<file path="src/core/emul_capture_regs.vh">
// Register offsets, field positions, reset values and timing counts.
`ifndef EMUL_CAPTURE_REGS_VH
`define EMUL_CAPTURE_REGS_VH

`define REG_CTRL        8'h00
`define REG_STATUS      8'h04
`define REG_MAP_ADDR    8'h08
`define REG_MAP_DATA    8'h0C
`define REG_LAST_LO     8'h10
`define REG_LAST_HI     8'h14

`define CTRL_BREAK_BIT  0
`define CTRL_IRQEN_BIT  1
`define CTRL_ABUF_BIT   2
`define CTRL_BANK_BIT   3
`define CTRL_RESET      4'h1

`define STAT_BREAK_BIT  0
`define STAT_IRQN_BIT   1

`define ADDR_SETUP      3'h6
`define STROBE_LEN      3'h2
`define HOLD_LEN        3'h3

`define RESP_OKAY       2'h0
`define RESP_SLVERR     2'h2

`endif

</file>
<file path="src/core/input_sync3.v">
// Three-stage input synchroniser that passes a value once stages agree.
`default_nettype none

module input_sync3 #(
  parameter WIDTH     = 1,
  parameter RESET_VAL = 0
) (
  input  wire             ref_clk,
  input  wire             sys_rst,
  input  wire [WIDTH-1:0] pinIn,
  output reg  [WIDTH-1:0] syncOut
);

  reg [WIDTH-1:0] stage1;
  reg [WIDTH-1:0] stage2;
  reg [WIDTH-1:0] stage3;

  // Only stage2 reads stage1; the agreement test looks at stages two and
  // three, so a half-settled first stage never reaches the logic.
  always @(posedge ref_clk or posedge sys_rst) begin
    if (sys_rst) begin
      stage1  <= RESET_VAL[WIDTH-1:0];
      stage2  <= RESET_VAL[WIDTH-1:0];
      stage3  <= RESET_VAL[WIDTH-1:0];
      syncOut <= RESET_VAL[WIDTH-1:0];
    end else begin
      stage1 <= pinIn;
      stage2 <= stage1;
      stage3 <= stage2;
      if (stage2 == stage3) begin
        syncOut <= stage3;
      end
    end
  end

endmodule

`default_nettype wire

</file>
<file path="src/core/emul_break_capture.v">
// Break, interrupt and last-address capture logic with an AXI4-Lite slave.
// Behaviour
// - The break line follows a control bit and reads back in status.
// - Interrupt enable set and break line low drive the interrupt low.
// - Lines 8-23 are driven only under card select and buffer enable.
// - A mapper write access produces the active-low mapper write strobe.
// - The capture flip-flop clears while the mapper write strobe is low.
// - A rising capture edge loads the synchronised address lines 8-23 as the last address.
// - A mapper write with the address buffer enabled leaves its address as the last address; without it, the pod's address.
// - The host reads either last-address register at its own bus address.
// - The captured word has line 8 at bit 0 up to line 23 at bit 15.
// - Mapper data leaves on host data bit 0, and reads return that bit.
// - Bank select high enables the first mapper RAM, low the second.
//
// Our own choices: the AXI4-Lite slave port and the address map.
`include "emul_capture_regs.vh"
`default_nettype none

module emul_break_capture (
  input  wire        ref_clk,
  input  wire        sys_rst,
  input  wire [7:0]  s_axi_awaddr,
  input  wire        s_axi_awvalid,
  output wire        s_axi_awready,
  input  wire [31:0] s_axi_wdata,
  input  wire [3:0]  s_axi_wstrb,
  input  wire        s_axi_wvalid,
  output wire        s_axi_wready,
  output reg  [1:0]  s_axi_bresp,
  output reg         s_axi_bvalid,
  input  wire        s_axi_bready,
  input  wire [7:0]  s_axi_araddr,
  input  wire        s_axi_arvalid,
  output wire        s_axi_arready,
  output reg  [31:0] s_axi_rdata,
  output reg  [1:0]  s_axi_rresp,
  output reg         s_axi_rvalid,
  input  wire        s_axi_rready,
  output wire        breakRequestN,
  input  wire        breakRequestNIn,
  output reg         hostIrqRequestN,
  output reg         cardSelectN,
  output wire        addrBufferEnableN,
  output wire        podBufferDisable,
  output reg         mapWriteStrobeN,
  output wire        captureLastAddr,
  output wire [15:0] emulAddrLineOut,
  output wire        emulAddrLineOe,
  input  wire [15:0] emulAddrLineIn,
  output reg         hostDataBit0Out,
  input  wire        hostDataBit0In,
  output wire        ramEnableFirstN,
  output wire        ramEnableSecondN
);

  localparam ST_IDLE   = 2'h0;
  localparam ST_SETUP  = 2'h1;
  localparam ST_STROBE = 2'h2;
  localparam ST_HOLD   = 2'h3;
  reg  [3:0]  ctrl;
  reg  [15:0] mapAddr;
  reg  [15:0] lastAddr;
  reg         captureFf;
  reg         capturePrev;
  reg  [1:0]  state;
  reg  [2:0]  count;
  reg         opRead;
  reg         awHeld;
  reg         wHeld;
  reg  [7:0]  awAddr;
  reg  [31:0] wData;
  reg  [3:0]  wStrb;
  wire        breakLevel;
  wire [15:0] addrSync;
  wire        ramBitSync;
  wire        ramBankPick;
  wire        writeGo;
  wire        readGo;
  reg  [31:0] readWord;
  reg         readHit;
  input_sync3 #(.WIDTH(1), .RESET_VAL(1)) breakSync (
    .ref_clk (ref_clk),
    .sys_rst (sys_rst),
    .pinIn   (breakRequestNIn),
    .syncOut (breakLevel)
  );
  input_sync3 #(.WIDTH(17), .RESET_VAL(0)) busSync (
    .ref_clk (ref_clk),
    .sys_rst (sys_rst),
    .pinIn   ({hostDataBit0In, emulAddrLineIn}),
    .syncOut ({ramBitSync, addrSync})
  );
  assign breakRequestN     = ctrl[`CTRL_BREAK_BIT];
  assign addrBufferEnableN = ~ctrl[`CTRL_ABUF_BIT];
  // The pod's own buffers must float whenever this card drives the bus.
  assign podBufferDisable  = ctrl[`CTRL_ABUF_BIT];
  assign ramBankPick       = ctrl[`CTRL_BANK_BIT];
  assign emulAddrLineOe    = ~cardSelectN & ~addrBufferEnableN;
  // Bit i of the word is address line 8+i.
  assign emulAddrLineOut   = mapAddr;
  assign ramEnableFirstN   = cardSelectN | ~ramBankPick;
  assign ramEnableSecondN  = cardSelectN | ramBankPick;
  assign captureLastAddr   = captureFf;
  assign s_axi_awready = ~awHeld;
  assign s_axi_wready  = ~wHeld;
  assign writeGo = awHeld & wHeld & ~s_axi_bvalid & (state == ST_IDLE);
  // Writes win when both directions are ready, so reads wait while a write is held.
  assign s_axi_arready = (state == ST_IDLE) & ~s_axi_rvalid &
                         ~(awHeld & wHeld);
  assign readGo = s_axi_arvalid & s_axi_arready;
  always @* begin
    readHit  = 1'b1;
    readWord = 32'h0000_0000;
    case (s_axi_araddr)
      `REG_CTRL:     readWord = {28'h000_0000, ctrl};
      `REG_STATUS:   readWord = {30'h0, hostIrqRequestN,
                                 breakLevel};
      `REG_MAP_ADDR: readWord = {16'h0000, mapAddr};
      `REG_LAST_LO:  readWord = {24'h00_0000, lastAddr[7:0]};
      `REG_LAST_HI:  readWord = {24'h00_0000, lastAddr[15:8]};
      default:       readHit  = 1'b0;
    endcase
  end
  // Interrupt follows the line's real level, so an outside pull also counts.
  always @(posedge ref_clk or posedge sys_rst) begin
    if (sys_rst) begin
      hostIrqRequestN <= 1'b1;
    end else begin
      hostIrqRequestN <= ~(ctrl[`CTRL_IRQEN_BIT] & ~breakLevel);
    end
  end
  always @(posedge ref_clk or posedge sys_rst) begin
    if (sys_rst) begin
      captureFf <= 1'b1;
    end else if (!mapWriteStrobeN) begin
      captureFf <= 1'b0;
    end else begin
      captureFf <= 1'b1;
    end
  end
  always @(posedge ref_clk or posedge sys_rst) begin
    if (sys_rst) begin
      capturePrev <= 1'b1;
      lastAddr    <= 16'h0000;
    end else begin
      capturePrev <= captureFf;
      // Nothing else writes lastAddr, so reads leave it untouched.
      if (captureFf && !capturePrev) begin
        lastAddr <= addrSync;
      end
    end
  end
  always @(posedge ref_clk or posedge sys_rst) begin
    if (sys_rst) begin
      awHeld <= 1'b0;
      wHeld  <= 1'b0;
      awAddr <= 8'h00;
      wData  <= 32'h0000_0000;
      wStrb  <= 4'h0;
    end else begin
      if (s_axi_awvalid && !awHeld) begin
        awHeld <= 1'b1;
        awAddr <= s_axi_awaddr;
      end else if (writeGo) begin
        awHeld <= 1'b0;
      end
      if (s_axi_wvalid && !wHeld) begin
        wHeld <= 1'b1;
        wData <= s_axi_wdata;
        wStrb <= s_axi_wstrb;
      end else if (writeGo) begin
        wHeld <= 1'b0;
      end
    end
  end
  always @(posedge ref_clk or posedge sys_rst) begin
    if (sys_rst) begin
      ctrl            <= `CTRL_RESET;
      mapAddr         <= 16'h0000;
      state           <= ST_IDLE;
      count           <= 3'h0;
      opRead          <= 1'b0;
      cardSelectN     <= 1'b1;
      mapWriteStrobeN <= 1'b1;
      hostDataBit0Out <= 1'b0;
      s_axi_bvalid    <= 1'b0;
      s_axi_bresp     <= `RESP_OKAY;
      s_axi_rvalid    <= 1'b0;
      s_axi_rresp     <= `RESP_OKAY;
      s_axi_rdata     <= 32'h0000_0000;
    end else begin
      if (s_axi_bvalid && s_axi_bready) begin
        s_axi_bvalid <= 1'b0;
      end
      if (s_axi_rvalid && s_axi_rready) begin
        s_axi_rvalid <= 1'b0;
      end
      case (state)
        ST_IDLE: begin
          count <= 3'h0;
          if (writeGo) begin
            s_axi_bresp <= `RESP_OKAY;
            case (awAddr)
              `REG_CTRL: begin
                if (wStrb[0]) begin
                  ctrl <= wData[3:0];
                end
                s_axi_bvalid <= 1'b1;
              end
              `REG_MAP_ADDR: begin
                if (wStrb[0]) begin
                  mapAddr[7:0] <= wData[7:0];
                end
                if (wStrb[1]) begin
                  mapAddr[15:8] <= wData[15:8];
                end
                s_axi_bvalid <= 1'b1;
              end
              `REG_MAP_DATA: begin
                hostDataBit0Out <= wData[0];
                opRead          <= 1'b0;
                cardSelectN     <= 1'b0;
                state           <= ST_SETUP;
              end
              `REG_STATUS, `REG_LAST_LO, `REG_LAST_HI: begin
                s_axi_bvalid <= 1'b1;
              end
              default: begin
                s_axi_bresp  <= `RESP_SLVERR;
                s_axi_bvalid <= 1'b1;
              end
            endcase
          end else if (readGo) begin
            if (s_axi_araddr == `REG_MAP_DATA) begin
              opRead      <= 1'b1;
              cardSelectN <= 1'b0;
              state       <= ST_SETUP;
            end else begin
              s_axi_rdata  <= readWord;
              s_axi_rresp  <= readHit ? `RESP_OKAY : `RESP_SLVERR;
              s_axi_rvalid <= 1'b1;
            end
          end
        end
        // Setup outlasts the input synchroniser, so the bus value seen
        // at capture is the settled one.
        ST_SETUP: begin
          if (count == `ADDR_SETUP - 3'h1) begin
            count <= 3'h0;
            if (opRead) begin
              state <= ST_HOLD;
            end else begin
              mapWriteStrobeN <= 1'b0;
              state           <= ST_STROBE;
            end
          end else begin
            count <= count + 3'h1;
          end
        end
        ST_STROBE: begin
          if (count == `STROBE_LEN - 3'h1) begin
            count           <= 3'h0;
            mapWriteStrobeN <= 1'b1;
            state           <= ST_HOLD;
          end else begin
            count <= count + 3'h1;
          end
        end
        ST_HOLD: begin
          if (count == `HOLD_LEN - 3'h1) begin
            count       <= 3'h0;
            cardSelectN <= 1'b1;
            state       <= ST_IDLE;
            if (opRead) begin
              s_axi_rdata  <= {31'h0, ramBitSync};
              s_axi_rresp  <= `RESP_OKAY;
              s_axi_rvalid <= 1'b1;
            end else begin
              s_axi_bresp  <= `RESP_OKAY;
              s_axi_bvalid <= 1'b1;
            end
          end else begin
            count <= count + 3'h1;
          end
        end
        default: begin
          state <= ST_IDLE;
        end
      endcase
    end
  end
endmodule

`default_nettype wire

</file>
<file path="config.mk">
export PLATFORM = sky130hd
export DESIGN_NAME = emul_break_capture
export DESIGN_NICKNAME = d
export VERILOG_FILES = /design/src/core/input_sync3.v /design/src/core/emul_break_capture.v
export VERILOG_INCLUDE_DIRS = /design/src /design/src/core
export SDC_FILE = /design/constraint.sdc
export NUM_CORES = 1
export LEC_CHECK = 0
export BUFFER_PORTS_ARGS = -buffer_cell sky130_fd_sc_hd__buf_2
export CORE_ASPECT_RATIO = 0.6
export CORE_MARGIN = 10
export CORE_UTILIZATION = 49
export DETAILED_ROUTE_END_ITERATION = 16
export HOLD_SLACK_MARGIN = 0.15
export PLACE_DENSITY_LB_ADDON = 0.15
export SYNTH_ARGS = -nofsm -noshare
export SYNTH_HDL_FRONTEND = slang
export SYNTH_SLANG_ARGS = --single-unit
</file>
<file path="constraint.sdc">
create_clock -name ref_clk -period 5.14 [get_ports ref_clk]
set_input_delay 1.028 -clock ref_clk [delete_from_list [all_inputs] [get_ports ref_clk]]
set_output_delay 1.028 -clock ref_clk [all_outputs]
set_load 0.03 [all_outputs]
</file>
==> flow_summary_export.csv <==
group,metric,value,unit
outcome,status,"finished, final reports clean",
setup_path,cp-startpoint,"s_axi_araddr[0]",
setup_path,worstPathCellList,"buf_2, or4_4, o31ai_2, a211o_1, mux2_2",
setup_path,endpoint_kind,"flop",
logic_synthesis,ys_ff_latch,168,
layout,drive_gt1_share,43.6,%
job,maxCapViolCount,0,
die,start_util,51.1,%
sta,drv_slew,0,
setup_path,r2r_start,"busSync.stage3[5]",
global_route,grt_max_degree,169,
clock_network,clk_transition_reported_paths,0.06,ns
setup_path,max_stage_delay,0.82,ns
logic_synthesis,async_reset_ff_share,100,%
clock_network,cts_resized,0,
global_route,met3_usage,5.22,%
hold_path,min_from,"busSync.stage1[15]",
layout,stdcell_area,7930,um^2
logic_synthesis,syn_inst,470,
sta,timing.slew.headroom,23.2,%
global_route,grt_pass1_wl,22200,um
drt,avgRoutedWirePerCell,18.2,um
setup_path,path_class,"input port to flop",
clock_network,cts.sinks,168,
global_route,grt-busiest-layer,"met2",
drt,vias,3940,
clock_network,cts-root-buf,"clkbuf_16",
drt,avgViaCountPerCell,5.14,
clock_network,cts_htree_levels,4,
setup_path,worst_setup_path_start_kind,"input port",
layout,final_cell_mix,"dfrtp_1, buf_2, mux2_2",
logic_synthesis,syn-cell-area,6690,um^2
logic_synthesis,ys_seq_area_share,63.0,%
clock_network,clockBufferDepth,2,
setup_path,crit_fanout,17,
global_route,met1_usage,20.7,%
place,place_area,7320,um^2
pwr,powerDensity,474,nW/um^2
setup_path,worstPathRequired,5.44,ns
sta,finalHoldWorstSlack,0.349,ns
sta,finalCritPeriodShare,56.4,%
drt,drt_iter0_markers,309,
place,port-buffer-count,108,
die,core.rowCount,32,
die,dieArea,18900,um^2
drt,drtPass1Iterations,4,
global_route,use_met2,21.7,%
drt,drt_wl_total,13900,um
setup_path,reg2regPathDepth,4,
setup_path,r2r_setup_slack,2.34,ns
layout,layout.nets,665,
clock_network,cts_tree,"done",
layout,n_antenna_cell,0,
place,gp_congestion,0.803,
logic_synthesis,synth-edff-count,0,
die,core_area,13100,um^2
clock_network,clk_latency,0.42,ns
global_route,globalRoute.totalOverflow,0,
setup_path,critPathSlowestCell,"a211o_1",
drt,postRouteAntennaNets,0,
clock_network,hold_buffers,0,
place,hpwl,10000,um
die,die_w,171,um
logic_synthesis,synth_cell_type_count,57,
layout,area_growth,18.4,%
setup_path,worstPathArrival,3.19,ns
drt,drc,0,
global_route,grt_pass1_vias,4112,
clock_network,post_cts_buffers,0,
pwr,ir_drop,0.260,mV
hold_path,hold_class,"flop to flop",
sta,fin_skew,0.0119,ns
sta,period_minus_slack,2.90,ns
logic_synthesis,syn_area_per_cell,14.2,um^2
logic_synthesis,synthFlopType,"dfrtp_1",
logic_synthesis,ys_warn_count,0,
sta,fmax,345,MHz
sta,finalSetupTns,0,ns
clock_network,numCtsBuffers,17,
setup_path,rr_endpoint,"busSync.syncOut[10]",
setup_path,crit_path_end,"s_axi_rdata[5]",
die,pin_count,145,
sta,setup_viol,0,
sta,rsz0062_at_grt,"false",
sta,tightest_slew,1.15,ns
die,die_y,111,um
global_route,antenna_found_initial,0,
layout,final_common_cell,"dfrtp_1",
pwr,leakagePower,3.91,nW
global_route,grt_usage,14.9,%
sta,hold_viol,0,
==> stage by stage <==
stage | std cells | total power [W] | setup slack [ns] | util [%]
CTS | 766 | 0.00379 | 2.25 | 60.6
finish | 766 | 0.00376 | 2.24 | 60.6
global placement | 734 | 0.00246 | 1.85 | 55.9
global route | 766 | 0.00395 | 2.16 | 60.6
detailed placement | 734 | 0.00249 | 1.82 | 55.9
floorplan | 487 | 0.00230 | 1.98 | -
==> cell families after synthesis <==
logic type | synth area share [%]
XOR/XNOR | 2.49
flip-flops | 63.0
buffers and inverters | 4.34
AO/OA/AOI/OAI | 3.98
adder cells (fa/ha/maj) | 1.08
multiplexers | 17.7
other | 0.0560
AND/OR/NAND/NOR | 7.35
==> metal layers <==
| layer | vias up | part of all wire, % |
|---|---|---|
| met3 | 10 | 5.9 |
| met5 | - | 0 |
| met1 | 1998 | 49 |
| met2 | 101 | 45 |
| met4 | 0 | 0.83 |
| li1 | 1831 | - |
==> power breakdown <==
group,total [W],switching (W),internal [W]
logic,0.000802,0.000454,0.000348
clock network,0.00129,0.000547,0.000743
registers,0.00167,0.000149,0.00152
total,0.00376,0.00115,0.00261
==> state kept, by name, summed over array words and instances (netlist names), 3 cells and up <==
register	flops
busSync.syncOut	17
s_axi_rdata	16
count	3
lastAddr	16
wData	16
ctrl	4
emulAddrLineOut	16
awAddr	8
busSync.stage1	17
busSync.stage3	17
busSync.stage2	17
==> Yosys cell counts (2+ instances only) <==
cell	n	area share, %
or2_2	6	0.56
mux2i_1	12	1.8
nor3_1	9	0.67
a22oi_1	4	0.45
buf_2	4	0.30
nand2_1	22	1.2
a21o_1	2	0.22
nor3b_1	2	0.22
nor2b_1	5	0.47
buf_6	2	0.34
xor2_1	5	0.65
mux4_2	2	0.67
mux2_2	87	15
o21ai_0	4	0.30
buf_1	3	0.17
clkbuf_1	5	0.28
a31oi_1	3	0.28
xnor2_1	14	1.8
nor2_1	8	0.45
a211oi_1	3	0.34
dfrtp_1	158	59
a41oi_1	2	0.26
nor4_1	2	0.19
nand3b_1	2	0.22
a21oi_1	11	0.82
nand4_1	3	0.28
mux2_4	2	0.45
nand3_1	2	0.15
nand2b_1	6	0.56
inv_1	18	1.0
a2bb2oi_1	2	0.26
buf_4	18	2.0
or4_4	2	0.34
and3_1	2	0.19
o32ai_1	2	0.26
ha_1	5	0.93
dfstp_2	10	3.9
nand3b_4	2	0.60
==> critical path: cells and delay by family <==
kind,cells,cell delay (ns)
buf+inv,1,0.09
mux,1,0.42
simple gates,1,0.54
compound gates,2,1.10
==> worst min path at each step <==
stage | slack, ns | to | cells past startpoint
CTS | 0.35 | busSync.stage2[9] | 0
global route | 0.36 | busSync.stage2[7] | 0
finish | 0.35 | busSync.stage2[15] | 0
floorplan | 0.33 | busSync.stage2[0] | 0
global placement | 0.33 | busSync.stage2[9] | 0
detailed placement | 0.33 | busSync.stage2[9] | 0
==> final cells by class <==
cell class,count,area (um^2)
sequential,168,4220
clock inverter,14,166
clock buffer,18,439
inverter,18,71.3
fill,1036,5160
tap,170,213
timing repair buffer,110,568
multi-input combinational,268,2250
Power figures use the tool's default switching activity.
